--- src/common/frps_pkg.sv ---
// Package with register map, field layout and timing constants of the flash protection block
package frps_pkg;

  // ==========================================================================
  // Register map (byte offsets inside the window)
  localparam logic [15:0] SEC_CTRL_OFS    = 16'h0010;
  localparam logic [15:0] PROT_STAT_OFS   = 16'h0020;
  localparam logic [15:0] INT_STAT_OFS    = 16'h0030;
  localparam logic [15:0] INT_MASK_OFS    = 16'h0034;
  localparam logic [31:0] WINDOW_BASE     = 32'h41ff_f000;

  // ==========================================================================
  // Field layout
  localparam int          NUM_BLOCKS      = 6;
  localparam int          PROT_LSB        = 16;
  localparam int          READY_BIT       = 0;
  localparam int          SEC_EN_BIT      = 0;
  localparam logic [31:0] UNLOCK_KEY      = 32'ha74a_9d23;
  localparam logic        SEC_EN_RESET    = 1'b1;
  localparam logic        READY_RESET     = 1'b1;
  localparam logic [5:0]  GROUP_LO_MASK   = 6'h0f;
  localparam logic [5:0]  GROUP_HI_MASK   = 6'h30;

  // Interrupt status bits
  localparam int          IRQ_W           = 4;
  localparam int          IRQ_DONE        = 0;
  localparam int          IRQ_FAIL        = 1;
  localparam int          IRQ_REJECT      = 2;
  localparam int          IRQ_CHIPERASE   = 3;

  // ==========================================================================
  // Timing
  localparam int          UNLOCK_CLOCKS   = 16;
  localparam int          UNLOCK_CNT_W    = 5;

  // Flash command kinds delivered by the command decoder
  localparam logic [1:0]  CMD_PROGRAM     = 2'h0;
  localparam logic [1:0]  CMD_ERASE       = 2'h1;
  localparam logic [1:0]  CMD_PROT_SET    = 2'h2;
  localparam logic [1:0]  CMD_PROT_CLEAR  = 2'h3;

  typedef enum logic [2:0] {
    FRPS_IDLE = 3'b001,
    FRPS_BUSY = 3'b010,
    FRPS_FAIL = 3'b100
  } frps_op_state_t;

endpackage

--- src/verilog/frps_flash_guard.sv ---
// Flash protection and security block with Avalon-MM register slave
`timescale 1ns/1ps

// How it works
// - Each block has a protect bit; set forbids program and erase there.
// - Secure state is security enable high and all six protect bits high.
// - CPU reads of flash stay allowed while secure.
// - Secure state blocks debug port communication and trace output.
// - Secure state rejects flash commands except the protect bit erase.
// - Protect bit erase while secure does chip erase and clears all bits.
// - Security register at 0x0010, status register at 0x0020, interrupt status and mask at 0x0030 and 0x0034; rest reserved.
// - Status register bits 21 to 16 show the six protect bits.
// - Ready bit 0 low while busy, stays low on failure, reset gives one.
// - Security enable is bit 0, resets to one, reinitialised on STOP2 exit.
// - Change needs key write then data write within 16 clocks.
// - Both unlock writes must be full 32-bit word writes.
// - Protect bits set one at a time, cleared in groups 0-3 and 4-5.
module frps_flash_guard
  import frps_pkg::*;
(
  input  wire logic                  mclk,
  input  wire logic                  resetn,
  input  wire logic                  stop2Release,
  input  wire logic [5:0]            protectInit,
  input  wire logic                  protectInitLoad,
  input  wire logic [15:0]           avsAddress,
  input  wire logic                  avsRead,
  input  wire logic                  avsWrite,
  input  wire logic [31:0]           avsWritedata,
  input  wire logic [3:0]            avsByteenable,
  output logic      [31:0]           avsReaddata,
  output logic                       avsWaitrequest,
  output logic      [1:0]            avsResponse,
  input  wire logic                  cmdValid,
  input  wire logic [1:0]            cmdKind,
  input  wire logic [2:0]            cmdBlock,
  input  wire logic                  cmdGroupHi,
  input  wire logic                  opDone,
  input  wire logic                  opFail,
  output logic                       opStart,
  output logic      [1:0]            opKind,
  output logic      [2:0]            opBlock,
  output logic                       opChipErase,
  input  wire logic                  cpuReadReq,
  output logic                       cpuReadAllow,
  output logic                       debugEnable,
  output logic                       traceEnable,
  output logic                       irq
);

  // ==========================================================================
  // State
  logic [5:0]           protect_r;
  logic                 secEnable_r;
  logic                 secure;
  frps_op_state_t       opState_r;
  logic [IRQ_W-1:0]     intStat_r;
  logic [IRQ_W-1:0]     intMask_r;
  logic                 keySeen_r;
  logic                 winOpen;
  logic                 fullWord;
  logic                 busWrite;
  logic                 busRead;
  logic                 secWrite;
  logic                 armKey;
  logic                 cancelKey;
  logic                 dataOk;
  logic                 respPend_r;
  logic                 cmdAccept;
  logic                 cmdReject;
  logic                 chipErase;
  logic [IRQ_W-1:0]     intSet;
  logic [IRQ_W-1:0]     intClr;
  logic [IRQ_W-1:0]     intStat_nxt;
  logic [IRQ_W-1:0]     intMask_nxt;
  logic [31:0]          rdData;
  logic                 mapped;

  assign secure    = secEnable_r && (&protect_r);
  assign fullWord  = (avsByteenable == 4'hf);
  assign busWrite  = avsWrite && respPend_r;
  assign busRead   = avsRead && respPend_r;
  assign secWrite  = busWrite && (avsAddress == SEC_CTRL_OFS);
  assign armKey    = secWrite && fullWord && (avsWritedata == UNLOCK_KEY) && !keySeen_r;
  assign dataOk    = secWrite && fullWord && winOpen && keySeen_r;
  assign cancelKey = (busWrite || busRead) && !armKey;

  // ==========================================================================
  // Bus slave: one wait cycle, answer on the following edge
  always_ff @(posedge mclk or negedge resetn) begin
    if (!resetn) begin
      respPend_r <= 1'b0;
    end else begin
      respPend_r <= (avsRead || avsWrite) && !respPend_r;
    end
  end

  always_comb begin
    mapped = 1'b1;
    rdData = 32'h0000_0000;
    unique case (avsAddress)
      SEC_CTRL_OFS:  rdData[SEC_EN_BIT] = secEnable_r;
      PROT_STAT_OFS: begin
        rdData[PROT_LSB +: NUM_BLOCKS] = protect_r;
        rdData[READY_BIT] = (opState_r == FRPS_IDLE);
      end
      INT_STAT_OFS:  rdData[IRQ_W-1:0] = intStat_r;
      INT_MASK_OFS:  rdData[IRQ_W-1:0] = intMask_r;
      default:       mapped = 1'b0;
    endcase
  end

  always_ff @(posedge mclk or negedge resetn) begin
    if (!resetn) begin
      avsWaitrequest <= 1'b1;
      avsReaddata    <= 32'h0000_0000;
      avsResponse    <= 2'h0;
    end else begin
      avsWaitrequest <= !((avsRead || avsWrite) && !respPend_r);
      avsReaddata    <= (avsRead && !respPend_r) ? rdData : 32'h0000_0000;
      avsResponse    <= ((avsRead || avsWrite) && !respPend_r && !mapped) ? 2'h2 : 2'h0;
    end
  end

  // ==========================================================================
  // Security enable unlock and rewrite
  frps_unlock_timer u_timer (
    .mclk   (mclk),
    .resetn (resetn),
    .arm    (armKey),
    .cancel (cancelKey),
    .open   (winOpen)
  );

  always_ff @(posedge mclk or negedge resetn) begin
    if (!resetn) begin
      keySeen_r <= 1'b0;
    end else if (armKey) begin
      keySeen_r <= 1'b1;
    end else if (cancelKey || !winOpen) begin
      keySeen_r <= 1'b0;
    end
  end

  always_ff @(posedge mclk or negedge resetn) begin
    if (!resetn) begin
      secEnable_r <= SEC_EN_RESET;
    end else if (stop2Release) begin
      secEnable_r <= SEC_EN_RESET;
    end else if (dataOk) begin
      secEnable_r <= avsWritedata[SEC_EN_BIT];
    end
  end

  // ==========================================================================
  // Flash command gate
  always_comb begin
    cmdAccept = 1'b0;
    cmdReject = 1'b0;
    chipErase = 1'b0;
    if (cmdValid && opState_r == FRPS_IDLE) begin
      if (secure && cmdKind != CMD_PROT_CLEAR) begin
        cmdReject = 1'b1;
      end else if (cmdKind == CMD_PROT_CLEAR) begin
        cmdAccept = 1'b1;
        chipErase = secure;
      end else if (cmdKind == CMD_PROT_SET) begin
        cmdAccept = 1'b1;
      end else if (protect_r[cmdBlock]) begin
        cmdReject = 1'b1;
      end else begin
        cmdAccept = 1'b1;
      end
    end
  end

  always_ff @(posedge mclk or negedge resetn) begin
    if (!resetn) begin
      opStart     <= 1'b0;
      opKind      <= CMD_PROGRAM;
      opBlock     <= 3'h0;
      opChipErase <= 1'b0;
    end else begin
      opStart     <= cmdAccept;
      opChipErase <= cmdAccept && chipErase;
      if (cmdAccept) begin
        opKind  <= cmdKind;
        opBlock <= cmdBlock;
      end
    end
  end

  // Busy while running; a failure keeps it busy until hardware reset
  always_ff @(posedge mclk or negedge resetn) begin
    if (!resetn) begin
      opState_r <= FRPS_IDLE;
    end else begin
      unique case (opState_r)
        FRPS_IDLE: if (cmdAccept) opState_r <= FRPS_BUSY;
        FRPS_BUSY: begin
          if (opFail) begin
            opState_r <= FRPS_FAIL;
          end else if (opDone) begin
            opState_r <= FRPS_IDLE;
          end
        end
        FRPS_FAIL: opState_r <= FRPS_FAIL;
        default:   opState_r <= FRPS_IDLE;
      endcase
    end
  end

  // ==========================================================================
  // Protect bits: reset value loaded from the stored state after release
  always_ff @(posedge mclk or negedge resetn) begin
    if (!resetn) begin
      protect_r <= 6'h00;
    end else if (protectInitLoad) begin
      protect_r <= protectInit;
    end else if (cmdAccept && cmdKind == CMD_PROT_SET && cmdBlock < 3'h6) begin
      protect_r[cmdBlock] <= 1'b1;
    end else if (cmdAccept && cmdKind == CMD_PROT_CLEAR) begin
      if (chipErase) begin
        protect_r <= 6'h00;
      end else begin
        protect_r <= protect_r & ~(cmdGroupHi ? GROUP_HI_MASK : GROUP_LO_MASK);
      end
    end
  end

  // ==========================================================================
  // Debug, trace and read gating
  always_ff @(posedge mclk or negedge resetn) begin
    if (!resetn) begin
      debugEnable  <= 1'b0;
      traceEnable  <= 1'b0;
      cpuReadAllow <= 1'b0;
    end else begin
      debugEnable  <= !secure;
      traceEnable  <= !secure;
      cpuReadAllow <= cpuReadReq;
    end
  end

  // ==========================================================================
  // Interrupts: write one to clear, set wins
  always_comb begin
    intSet = '0;
    intSet[IRQ_DONE]      = (opState_r == FRPS_BUSY) && opDone && !opFail;
    intSet[IRQ_FAIL]      = (opState_r == FRPS_BUSY) && opFail;
    intSet[IRQ_REJECT]    = cmdReject;
    intSet[IRQ_CHIPERASE] = cmdAccept && chipErase;
    intClr = (busWrite && avsAddress == INT_STAT_OFS) ? avsWritedata[IRQ_W-1:0] : '0;
    intStat_nxt = (intStat_r & ~intClr) | intSet;
    intMask_nxt = intMask_r;
    if (busWrite && avsAddress == INT_MASK_OFS) begin
      intMask_nxt = avsWritedata[IRQ_W-1:0];
    end
  end

  always_ff @(posedge mclk or negedge resetn) begin
    if (!resetn) begin
      intStat_r <= '0;
      intMask_r <= '0;
      irq       <= 1'b0;
    end else begin
      intStat_r <= intStat_nxt;
      intMask_r <= intMask_nxt;
      irq       <= |(intStat_nxt & intMask_nxt);
    end
  end

  // ==========================================================================
  // Checks
  secure_debug_a: assert property (@(posedge mclk) disable iff (!resetn)
    secure |=> !debugEnable && !traceEnable)
    else $error("debug enabled while secure");
  reject_cmd_a: assert property (@(posedge mclk) disable iff (!resetn)
    (cmdValid && secure && opState_r == FRPS_IDLE && cmdKind != CMD_PROT_CLEAR)
    |=> !opStart)
    else $error("command not rejected while secure");
  chip_erase_a: assert property (@(posedge mclk) disable iff (!resetn)
    (cmdValid && secure && opState_r == FRPS_IDLE && cmdKind == CMD_PROT_CLEAR
     && !protectInitLoad) |=> opChipErase && protect_r == 6'h00)
    else $error("secure erase not chip erase");
  block_prot_a: assert property (@(posedge mclk) disable iff (!resetn)
    (cmdValid && !secure && opState_r == FRPS_IDLE && cmdKind == CMD_PROGRAM
     && protect_r[cmdBlock]) |=> !opStart)
    else $error("program to protected block");
  fail_sticky_a: assert property (@(posedge mclk) disable iff (!resetn)
    (opState_r == FRPS_FAIL) |=> (opState_r == FRPS_FAIL)[*3])
    else $error("failed state left");
  sec_keep_a: assert property (@(posedge mclk) disable iff (!resetn)
    (!dataOk && !stop2Release) |=> $stable(secEnable_r))
    else $error("security bit changed without unlock");
  narrow_write_a: assert property (@(posedge mclk) disable iff (!resetn)
    (secWrite && !fullWord && !stop2Release) |=> $stable(secEnable_r))
    else $error("narrow write changed security bit");
  unlock_window_a: assert property (@(posedge mclk) disable iff (!resetn)
    armKey ##1 (!armKey)[*8] ##1 (!armKey)[*8] |=> !winOpen)
    else $error("unlock window too long");
  bus_answer_a: assert property (@(posedge mclk) disable iff (!resetn)
    ((avsRead || avsWrite) && avsWaitrequest) |-> ##[0:1] !avsWaitrequest)
    else $error("bus answer late");
  window_open_a: assert property (@(posedge mclk) disable iff (!resetn)
    armKey |=> winOpen)
    else $error("unlock window not opened");
  unlock_write_a: assert property (@(posedge mclk) disable iff (!resetn)
    (dataOk && !stop2Release) |=> (secEnable_r == $past(avsWritedata[SEC_EN_BIT])))
    else $error("unlock data not taken");
  stop2_reinit_a: assert property (@(posedge mclk) disable iff (!resetn)
    stop2Release |=> secEnable_r)
    else $error("security bit not reinitialised");
  status_ro_a: assert property (@(posedge mclk) disable iff (!resetn)
    (busWrite && avsAddress == PROT_STAT_OFS && !protectInitLoad && !cmdAccept)
    |=> $stable(protect_r))
    else $error("status write changed protect bits");
  reject_status_a: assert property (@(posedge mclk) disable iff (!resetn)
    cmdReject |=> intStat_r[IRQ_REJECT])
    else $error("reject not flagged");
  read_allow_a: assert property (@(posedge mclk) disable iff (!resetn)
    (cpuReadReq && secure) |=> cpuReadAllow)
    else $error("cpu read blocked while secure");
  debug_open_a: assert property (@(posedge mclk) disable iff (!resetn)
    !secure |=> debugEnable && traceEnable)
    else $error("debug closed while not secure");
  op_start_busy_a: assert property (@(posedge mclk) disable iff (!resetn)
    opStart |-> (opState_r == FRPS_BUSY))
    else $error("start without busy state");
  irq_level_a: assert property (@(posedge mclk) disable iff (!resetn)
    irq == |(intStat_r & intMask_r))
    else $error("irq level mismatch");

  // ==========================================================================
  // Cover points
  unlock_c:  cover property (@(posedge mclk) disable iff (!resetn) dataOk);
  prot_set_c: cover property (@(posedge mclk) disable iff (!resetn)
    cmdAccept && cmdKind == CMD_PROT_SET);
  reject_c:  cover property (@(posedge mclk) disable iff (!resetn) cmdReject);
  erase_c:   cover property (@(posedge mclk) disable iff (!resetn) cmdAccept && chipErase);
  irq_c:     cover property (@(posedge mclk) disable iff (!resetn) irq);

endmodule

--- src/verilog/frps_unlock_timer.sv ---
// Unlock window timer for the security enable rewrite sequence
`timescale 1ns/1ps

module frps_unlock_timer
  import frps_pkg::*;
(
  input  wire logic mclk,
  input  wire logic resetn,
  input  wire logic arm,
  input  wire logic cancel,
  output logic      open
);

  logic [UNLOCK_CNT_W-1:0] count_r;

  // ==========================================================================
  // Window counts down from the key write; any other access closes it
  always_ff @(posedge mclk or negedge resetn) begin
    if (!resetn) begin
      count_r <= '0;
    end else if (arm) begin
      count_r <= UNLOCK_CNT_W'(UNLOCK_CLOCKS);
    end else if (cancel) begin
      count_r <= '0;
    end else if (count_r != '0) begin
      count_r <= count_r - 1'b1;
    end
  end

  assign open = (count_r != '0);

endmodule

--- config.mk ---
export PLATFORM = sky130hd
export DESIGN_NAME = frps_flash_guard
export DESIGN_NICKNAME = d
export VERILOG_FILES = /design/src/common/frps_pkg.sv /design/src/verilog/frps_flash_guard.sv /design/src/verilog/frps_unlock_timer.sv
export SDC_FILE = /design/constraint.sdc
export NUM_CORES = 1
export LEC_CHECK = 0
export ABC_AREA = 1
export BUFFER_PORTS_ARGS = -buffer_cell sky130_fd_sc_hd__buf_2
export CAP_MARGIN = 20
export CORE_MARGIN = 3
export CORE_UTILIZATION = 48
export DETAILED_ROUTE_END_ITERATION = 6
export GPL_ROUTABILITY_DRIVEN = 0
export GPL_TIMING_DRIVEN = 0
export PLACE_DENSITY = 0.89
export SYNTH_ARGS = -nofsm -noshare
export SYNTH_HDL_FRONTEND = slang
export SYNTH_SLANG_ARGS = --single-unit
--- constraint.sdc ---
create_clock -name mclk -period 1.9 [get_ports mclk]
set_clock_uncertainty 0.05 [all_clocks]
set_input_delay 0.285 -clock mclk [delete_from_list [all_inputs] [get_ports mclk]]
set_output_delay 0.285 -clock mclk [all_outputs]
set_load 0.01 [all_outputs]
### Word-level counts from Yosys, hierarchy flattened

Cells that the tools add are included.

* output and inout port bits: 46
* register bits: 60
* logic and storage cells: 129
* input port bits: 74

* reduce and logical (&&, ||, !) cells: 45
* muxes and demuxes: 41
* $lt $le $gt $ge: 3
* equality and inequality tests: 14
* add/sub/neg operators: 1
* bitwise logic cells: 7

Operators by type and width (count)
* == test 16 x 6 -> 1 bit (second input constant): 3
* two-way mux 6 bit: 6
* == test 32 bit (second input constant): 1
* logical AND 1 bit: 25
* two-way mux 22 bit: 1
* two-way mux 1 bit: 20
* == test 16 x 5 -> 1 bit (second input constant): 1
* two-way mux 5 bit: 3
* two-way mux 3 bit: 3
* one-hot mux 3 bit (3 select lines): 1
* bitwise AND 4 bit: 2
* zero test 1 bit: 8
* two-way mux 4 bit: 2
* OR reduction 4 bit: 2
* bitwise AND 6 bit: 1
* NOT 6 bit: 1
* OR 6 bit: 1
* one-hot mux 3 bit (2 select lines): 1
* AND reduction 6 bit: 1
* nonzero test 3 bit: 2
* nonzero test 5 bit: 1
* subtractor 5 x 1 -> 5 bit (second input constant): 1
* == test 2 bit (second input constant): 2
* == test 4 bit (second input constant): 1
* 17 further kinds: 21

### Depth between registers and ports, before layout

Gate-level depths: netlist (run 1).

* depth after elaboration: 11
* gate-level depth with buffers: 12
* gate-level depth less buffers: 12

### Cells and area by module

From an unflattened synthesis (run 1), not the netlist that was laid out.

* cells, all modules: 360
* area, all modules: 2761.4 µm²

Modules (own cells, without submodules)
* frps_flash_guard: instances 1, cells an instance 326, area an instance 2492.4 µm², seq. area each 1054.8 µm²
* frps_unlock_timer: instances 1, cells an instance 34, area an instance 269.0 µm², seq. area each 125.1 µm²

### Worst setup path after synthesis (run 1)

OpenSTA, ideal clock, no wires.

* path type: register to register
* start point: register opState_r[0]
* end point: register protect_r[0]
* cell stages (with the launch flop): 11
* setup slack: 341 ps
* buffers on the path: 0
* arrival time: 1443 ps
* required time: 1784 ps
* library setup time: 66 ps
* period minus slack after synthesis: 1559 ps
* cells stage by stage: dfstp_2 > nand3_1 > inv_2 > nand2_1 > inv_1 > nand3_4 > nor2_8 > nand2_4 > nand2_4 > nand3_1 > nand2_1

* word-level cells in the longest chain between the ends: 7
* elaborated cells between the ends (all ways): 12
* those cells by class: eq/ne: 1; mux: 6; reduce/logical: 5

Ends and longest elaborated chain
* start, declared: RTL line frps_flash_guard.sv:56 `frps_op_state_t opState_r;`
* start signal, assigned: RTL line frps_flash_guard.sv:196 `opState_r <= FRPS_IDLE;`
* start signal, assigned: RTL line frps_flash_guard.sv:199 `FRPS_IDLE: if (cmdAccept) opState_r <= FRPS_BUSY;`
* start signal, assigned: RTL line frps_flash_guard.sv:202 `opState_r <= FRPS_FAIL;`
* == test 3 x 1 -> 1 bit (*): RTL line frps_flash_guard.sv:161 `if (cmdValid && opState_r == FRPS_IDLE) begin`
* logical AND 1 bit (*): RTL line frps_flash_guard.sv:161
* two-way mux 1 bit: RTL line frps_flash_guard.sv:161
* two-way mux 6 bit / logical AND 1 bit (equally long branches): RTL line frps_flash_guard.sv:223, frps_flash_guard.sv:220
* two-way mux 6 bit / logical AND 1 bit (equally long branches): RTL line frps_flash_guard.sv:222, frps_flash_guard.sv:220
* two-way mux 6 bit: RTL line frps_flash_guard.sv:220 `end else if (cmdAccept && cmdKind == CMD_PROT_SET && cmdBlock < 3'h6) begin`
* two-way mux 6 bit: RTL line frps_flash_guard.sv:218 `end else if (protectInitLoad) begin`
* end signal, assigned: RTL line frps_flash_guard.sv:219 `protect_r <= protectInit;`
* end signal, assigned: RTL line frps_flash_guard.sv:226 `protect_r <= protect_r & ~(cmdGroupHi ? GROUP_HI_MASK : GROUP_LO_MASK);`
* end, declared: RTL line frps_flash_guard.sv:53 `logic [5:0] protect_r;`

Mark *: on every way between the ends. The rest lies on a longest branch, timed or not. The select of a mux whose other input is x is not followed.
A chain may end at the register's enable or synchronous reset.

### Final worst setup path (run 1)

* start point: register protect_r[3]
* end point: register protect_r[5]

* word-level cells in the longest chain between the ends: 11
* elaborated cells between the ends (all ways): 21
* those cells by class: mux: 14; reduce/logical: 7

Ends and longest elaborated chain
* binary-select mux 1 bit (select 3 bit): RTL line frps_flash_guard.sv:169 `end else if (protect_r[cmdBlock]) begin`
* two-way mux 1 bit (not written as such): RTL line frps_flash_guard.sv:169
* two-way mux 1 bit: RTL line frps_flash_guard.sv:169
* two-way mux 1 bit: RTL line frps_flash_guard.sv:167 `end else if (cmdKind == CMD_PROT_SET) begin`
* two-way mux 1 bit: RTL line frps_flash_guard.sv:164 `end else if (cmdKind == CMD_PROT_CLEAR) begin`
* two-way mux 1 bit: RTL line frps_flash_guard.sv:162 `if (secure && cmdKind != CMD_PROT_CLEAR) begin`
* two-way mux 1 bit: RTL line frps_flash_guard.sv:161
* logical AND 1 bit (2 in a row): RTL line frps_flash_guard.sv:220
* two-way mux 6 bit: RTL line frps_flash_guard.sv:220
* two-way mux 6 bit: RTL line frps_flash_guard.sv:218

Several ways; a longest one is shown, not always the timed one. The select of a mux whose other input is x is not followed.

==> metrics.md, run 1 <==
| Metric | Value |
|---|---|
| CP Launch Type | register |
| Postcts setup bufs | 0 |
| Wire per inst | 12.04 um |
| DRC viols | 0 |
| Largest net degree at the start of global routing | 48 |
| Sequential element share of the synthesized area | between 40 and 50% |
| Worst Setup End Kind | register |
| Clock Tree Buf Depth | 2 |
| Layout cell share with drive strength beyond 1 | between 30% and 40% |
| Final core utilization | between 60% and 70% |
| Top cell type's share of synthesized area | 40.65% |
| Hold path depth | 1 |
| Minimum clock period | roughly 1.8 ns |
| VDD IR-drop max | between 400 and 500 uV |
| Count leader, synth | nand2_1 |
| Clock sink total | 47 |
| Syn_area_per_cell | between 7 and 8 um2 |
| Final hold viol count | 0 |
| Ys async rst share | between 90% and 100% |
| Initial antenna violation count | 0 |
| Slew Viols, Final | 0 |
| Slowest cell on the critical path | dfrtp_1 |
| Ant diodes | 0 |
| # IOs | between 100 and 150 |
| Fmax | 0.5607 GHz |
| Clock root cell | clkbuf_8 |
| RSZ-0062 raised after global routing | no |
| Commonest cells post-synth | nand2_1 (77), inv_1 (55), dfrtp_1 (44) |
| Num rows | 26 |
| I/O Buffers | 96 |
| Reg2Reg Depth | 11 |
| Vias in the first global route | about 2400 |
| Leakage | slightly below 2 nW |
| Worst Path Arrival | slightly below 2 ns |
| Max-cap violations | 0 |
| H-tree depth | 2 |
| Die ar. | 0.006580 mm2 |
| Synth Instances | 354 |
| CP max FO | 7 |
| Via Count | roughly 2600 |
| Die W | 81.12 um |
| Post-Layout Inst Area | 0.003507 mm2 |
| Placed cells | ~540 |
| Placement Cell Area | about 0.0034 mm2 |
| Hold WC Path Type | primary input to register |
| CTS tree | done |
| Final setup violating endpoints | 0 |
| PwrDens | between 800 and 900 mW/mm2 |
| R2r setup slk | 0.12 ns |
| Total of warnings raised by yosys | 0 |
| DP Wirelength | ~5400 um |
| Area leader, netlist | dfrtp_1 |
| Worst r2r dst | protect_r[5] |
| Final setup TNS | 0 ns |
| Worst-skew pair later-pin latency | 0.30 ns |
| Status | finished clean |
| #FFs+latches synth | between 40 and 50 |
| Post-synth EDFFs | 0 |
| CP Data Required Time | ~2.1 ns |
| Starting Density | just over 50% |
| Total wire length | between 6000 and 7000 um |
| Netlist Area Pre-Place | 0.002709 mm2 |
| Crit Path Category | register to register |
| Core area | between 0.005 and 0.006 mm2 |
| Non-Filler Instances | between 500 and 600 |
| Global route overflow | 0 |
| 1st-iter DRT viols | between 150 and 200 |
| Area Overhead vs Synth | 29.47% |
| DR vias/cell | 4.692 |
| Critical path cell sequence | inv_1 -> nand2_1 -> nand3_1 -> nand2_2 -> o21bai_4 -> nand3_4 -> nor2_8 -> nand2_4 -> nand2_4 -> nand3_1 -> nand2_1 |
| DRT Pass-1 Iters | 5 |
| Worst r2r src | protect_r[3] |
| Chip height | approximately 80 um |
| Yosys cell types | 33 |
| Final #Nets | 557 |
| CP max stage delay | ~0.4 ns |
| Tot Pwr | between 3 and 4 mW |
| Hold path start | cpuReadReq |
| Worst-path clk slew | ~0.090 ns |
| Worst hold endpoint | cpuReadAllow |
| Ranking of synthesized cells by area | dfrtp_1 (41%), nand2_1 (11%), inv_1 (7.6%) |
| Final Cycle Share | 93.87% |
| Global-route wire length before repair | 10500 um |
| DRT antenna net count | 0 |
| Most common flop cell mapped by yosys | dfrtp_1 |
| Overall routing resource usage | roughly a fifth |
| TritonCTS Buffers | 5 |
[through the flow]
stage	setup WS, ns	hold WS [ns]
after global placement	0.1880	0.3475
after floorplan	0.3411	-0.06059
after global routing	0.01436	0.01520
after detailed placement	0.1446	0.3454
after CTS	0.1171	0.03010
final	0.1165	0.03478
[worst max path at each step]
stage / from / endpoint / cells past startpoint / slack, ns
floorplan: opState_r[0] / protect_r[0] / 10 / 0.34
global placement: avsAddress[11] / avsReaddata[0] / 10 / 0.19
detailed placement: opState_r[0] / protect_r[5] / 10 / 0.14
CTS: opState_r[0] / protect_r[5] / 10 / 0.12
global route: protect_r[2] / protect_r[2] / 11 / 0.01
finish: protect_r[3] / protect_r[5] / 11 / 0.12
[kinds of logic (layout without fill, tap and decap cells)]
kind of cell    after synthesis  in the layout  synth area share [%]
buf+inv                      86            192                 15.29
fa+ha+maj                     2              2                0.9236
simple gates                176            176                 30.76
other cells                   1             23                0.1384
xor+xnor                      1              1                0.3234
compound gates               41             41                 9.007
flops                        47             47                 43.56
[critical path: cells and delay by family (launching register included)]
family | cells | cell delay [ns]
and+or+nand+nor | 9 | 0.97
DFF | 1 | 0.40
AOI/OAI and AO/OA | 1 | 0.17
buffers and inverters | 1 | 0.14
[cells in the final DEF, fill, tap and decap left out, types with 2 or more instances in the layout]
cell type / netlist / layout
or2_2: 7 / 7
clkbuf_8: 0 / 5
o21ai_1: 14 / 14
nand2_1: 77 / 77
nor3_2: 2 / 2
a21oi_1: 9 / 9
nand2_2: 2 / 2
dfstp_2: 3 / 3
buf_4: 24 / 24
buf_2: 1 / 97
nor2_1: 24 / 24
o21ai_0: 4 / 4
a211oi_1: 2 / 2
nor4_1: 3 / 3
nor3_1: 15 / 15
nand3_1: 31 / 30
nand2_4: 2 / 2
inv_1: 55 / 53
ha_1: 2 / 2
a31oi_1: 7 / 7
nand4_1: 9 / 9
inv_2: 6 / 8
conb_1: 1 / 23
dfrtp_1: 44 / 44
[registers in the layout, summed over array words and instances, names as in the netlist]
register / cells
traceEnable: 1
opBlock: 3
secEnable_r: 1
avsWaitrequest: 1
keySeen_r: 1
opStart: 1
u_timer.count_r: 5
avsReaddata: 10
opKind: 2
opState_r: 3
intMask_r: 4
protect_r: 6
avsResponse: 1
respPend_r: 1
opChipErase: 1
intStat_r: 4
irq: 1
cpuReadAllow: 1
[cell type report]
class | count | area (um2)
clock inverters | 3 | 43.79
repair buffers | 98 | 510.5
clock buffers | 5 | 68.82
fillers | 459 | 1763
inverters | 61 | 229.0
plain buffers | 25 | 185.2
well taps | 70 | 87.58
flip-flops and latches | 47 | 1180
multi-input cells | 243 | 1202
[metal layers]
layer	vias up	routed length [um]	global-route usage [%]
met5	-	0	0
met1	1154	2753	26.00
met2	82	3383	34.73
li1	1345	-	-
met3	9	421	4.878
met4	0	88	5.743
[repair_timing]
item	4_1_cts	5_1_grt
resized for setup	0	3
hold endpoints to repair	0	15
hold buffers	0	1
endpoints found under the setup margin	0	4
[where the power goes]
| part | internal, mW | switching (mW) | total, mW | leakage (nW) |
|---|---|---|---|---|
| clock | 0.392 | 0.335 | 0.727 | 0.0581 |
| combinational | 0.395 | 0.575 | 0.970 | 1.34 |
| sequential | 1.20 | 0.126 | 1.33 | 0.571 |
Power figures use the tool's default switching activity.
==> run 2, diff against run 1 <==
ABC_AREA = unset   (was 1)
CORE_UTILIZATION = 46   (was 48)
PLACE_DENSITY = 0.88   (was 0.89)
==> metrics.md, run 2 <==
| Metric | Value |
|---|---|
| P_sw | approximately 910 uW |
| DP Wirelength | between 4000 and 5000 um |
| Chip height | slightly below 80 um |
| Most frequent cells in the layout | buf_2 (91), dfrtp_1 (44), buf_4 (28), conb_1 (23), nor2_1 (21) |
| CP max stage delay | about 0.55 ns |
| Internal Power | 2.172 mW |
| Syn_area_per_cell | slightly above 10 um2 |
| Slew Viols, Final | 0 |
| Commonest cells post-synth | dfrtp_1 (44), buf_4 (24), nor2_1 (23) |
| Via Count | 2198 |
| Total wire length | approximately 6100 um |
| Biggest regs | avsReaddata (10), protect_r (6), u_timer.count_r (5) |
| Sequential element share of the synthesized area | 47.89% |
| Post-placement setup slack | -0.5983 ns |
| Starting Density | a little under half |
| Flop pwr share | around 42% |
| Worst Setup End Kind | register |
| Clock root cell | clkbuf_8 |
| Num rows | 26 |
| # IOs | 120 |
| I/O Buffers | 93 |
| Max reg flops | 10 |
| Worst r2r src | respPend_r |
| Hold path start | cpuReadReq |
| Global-route wire length before repair | about 9400 um |
| Area leader, netlist | dfrtp_1 |
| Synth Instances | 240 |
| Final Cycle Share | 111.7% |
| Min Hold Slack | 0.03934 ns |
| DRT Pass-1 Iters | 4 |
| Final hold viol count | 0 |
| Slew @ Worst Pin | 0.5121 ns |
| Final #Nets | between 400 and 500 |
| Global route overflow | 0 |
| Placed cells | 425 |
| Top cell type's share of synthesized area | between 40% and 50% |
| Count leader, synth | dfrtp_1 |
| Placement Cell Area | 0.003117 mm2 |
| Ant diodes | 0 |
| Worst-skew pair later-pin latency | roughly 0.3 ns |
| Worst-path clk slew | around 0.090 ns |
| Final setup violating endpoints | 9 |
| Non-Filler Instances | approximately 440 |
| Clock Tree Buf Depth | 2 |
| Minimum clock period | between 2 and 2.5 ns |
| Hold WC Path Type | primary input to register |
| DRT antenna net count | 0 |
| Vias in the first global route | roughly 2200 |
| PnR worst setup slack | -0.2219 ns |
| CP max FO | 4 |
| CP Launch Type | primary input |
| CTS tree | done |
| Clock sink total | 47 |
| Core area | between 0.005 and 0.006 mm2 |
| CP Data Required Time | approximately 2.0 ns |
| DR vias/cell | 4.984 |
| 1st-iter DRT viols | 100 |
| Most common cell after layout, fill and taps aside | buf_2 |
| Slowest cell on the critical path | or4_4 |
| Post-synth EDFFs | 0 |
| Switch share | approximately 29% |
| H-tree depth | 2 |
| PwrDens | 895.7 mW/mm2 |
| Die ar. | about 0.0063 mm2 |
| Die W | 79.18 um |
| Crit Path Category | primary input to register |
| Slew Limit Headroom | about two thirds |
| Most flops, register | avsReaddata |
| Yosys cell types | 52 |
| Largest net degree at the start of global routing | 48 |
| Total of warnings raised by yosys | 0 |
| Worst Path Arrival | about 2.3 ns |
| Most common flop cell mapped by yosys | dfrtp_1 |
| Initial antenna violation count | 0 |
| Wire per inst | ~14 um |
| Failing checks | setup timing |
| VDD IR-drop max | between 700 and 800 uV |
| Ys async rst share | 100.0% |
| Fmax | 0.4713 GHz |
| Max-cap violations | 0 |
| Area Overhead vs Synth | 39.61% |
| Status | finished, violations left |
| Overall routing resource usage | between 10% and 20% |
| Power share of the clock group | 27.9% |
| DRC viols | 0 |
| RSZ-0062 raised after global routing | yes |
| Leakage | around 1.8 nW |
| Layout cell share with drive strength beyond 1 | 44.74% |
| Post-Layout Inst Area | 0.003440 mm2 |
| Critical path cell sequence | buf_6 -> or4_4 -> nor4_2 -> nor4b_4 -> buf_4 -> mux2_4 -> a22o_1 -> a211o_1 |
| Logic pwr share | just under 30% |
| #FFs+latches synth | 47 |
| Ranking of synthesized cells by area | dfrtp_1 (45%), buf_4 (7.3%), mux2_2 (4.1%) |
| Netlist Area Pre-Place | 0.002464 mm2 |
| Critical Path Start | avsAddress[9] |
| TritonCTS Buffers | 5 |
-- run 2: changes by cell type after synthesis, moves of 8 or more --
cell     delta
nor3_1     -10
inv_1      -43
nand3_1    -27
o21ai_1    -14
and2_1      +8
mux2_2      +9
nand2_1    -62
-- run 2: kinds of logic after synthesis --
family | Yosys count | share of synthesized area [%]
flip-flops | 47 | 47.89
buffers and inverters | 39 | 9.599
adder cells (fa/ha/maj) | 2 | 1.016
other | 1 | 0.1522
multiplexers | 16 | 6.958
AO/OA/AOI/OAI | 38 | 9.954
AND/OR/NAND/NOR | 95 | 23.72
XOR/XNOR | 2 | 0.7112
-- run 2: worst paths after layout --
path / endpoint / slack (ns) / cells past startpoint
setup / recovery: irq / -0.22 / 8
hold / removal: cpuReadAllow / 0.04 / 1
setup reg to reg: irq / -0.21 / 7
hold reg to reg: opBlock[0] / 0.44 / 2
max in group asynchronous: avsWaitrequest / 1.03 / 3
min in group asynchronous: avsReaddata[18] / 0.28 / 2
-- run 2: stage by stage --
step	power [mW]	util, %	setup TNS [ns]
5_1_grt	3.271	66.92	-2.073
6_report	3.081	66.92	-0.6103
3_3_place_gp	2.056	60.64	-5.615
2_1_floorplan	1.816	-	-0.3480
3_5_place_dp	2.108	60.64	-6.508
4_1_cts	3.007	64.24	-0.2024
-- run 2: worst max-delay path: cells and delay by family --
kind            cells  cell delay, ns
buf+inv             2            0.27
mux                 1            0.31
simple gates        3            0.94
compound gates      2            0.44
-- run 2: timing repair --
action                                  in CTS  in global routing
hold endpoints to repair                     0                  4
hold buffers                                 0                  1
endpoints found under the setup margin      16                 23
gates resized for setup                      4                 18
buffers inserted                             3                  3
pin swaps                                    1                  3
-- run 2: layout make-up --
class / instances / area (um2)
clock buffers: 5 / 68.82
clock inverters: 3 / 67.56
repair buffers: 101 / 560.5
well taps: 70 / 87.58
inverters: 12 / 45.04
multi-input cells: 176 / 1239
flip-flops and latches: 47 / 1180
fillers: 431 / 1700
plain buffers: 27 / 191.4
-- run 2: routing by layer --
layer  wire length (um)  global-route usage [%]  part of all wire [%]  vias to the layer above
li1                   -                       -                     -                     1068
met1               2291                   21.07                    37                     1021
met2               3217                   35.02                    53                       97
met3                524                   4.535                   8.6                       12
met4                 79                   6.529                   1.3                        0
met5                  0                       0                     0                        -
-- run 2: power by group through the flow --
stage / Sequential (mW) / Combinational [mW] / Clock (mW)
2_1_floorplan: 1.32 / 0.499 / 0
3_3_place_gp: 1.30 / 0.760 / 0
3_5_place_dp: 1.31 / 0.798 / 0
4_1_cts: 1.29 / 0.835 / 0.878
5_1_grt: 1.33 / 1.03 / 0.916
6_report: 1.30 / 0.919 / 0.860
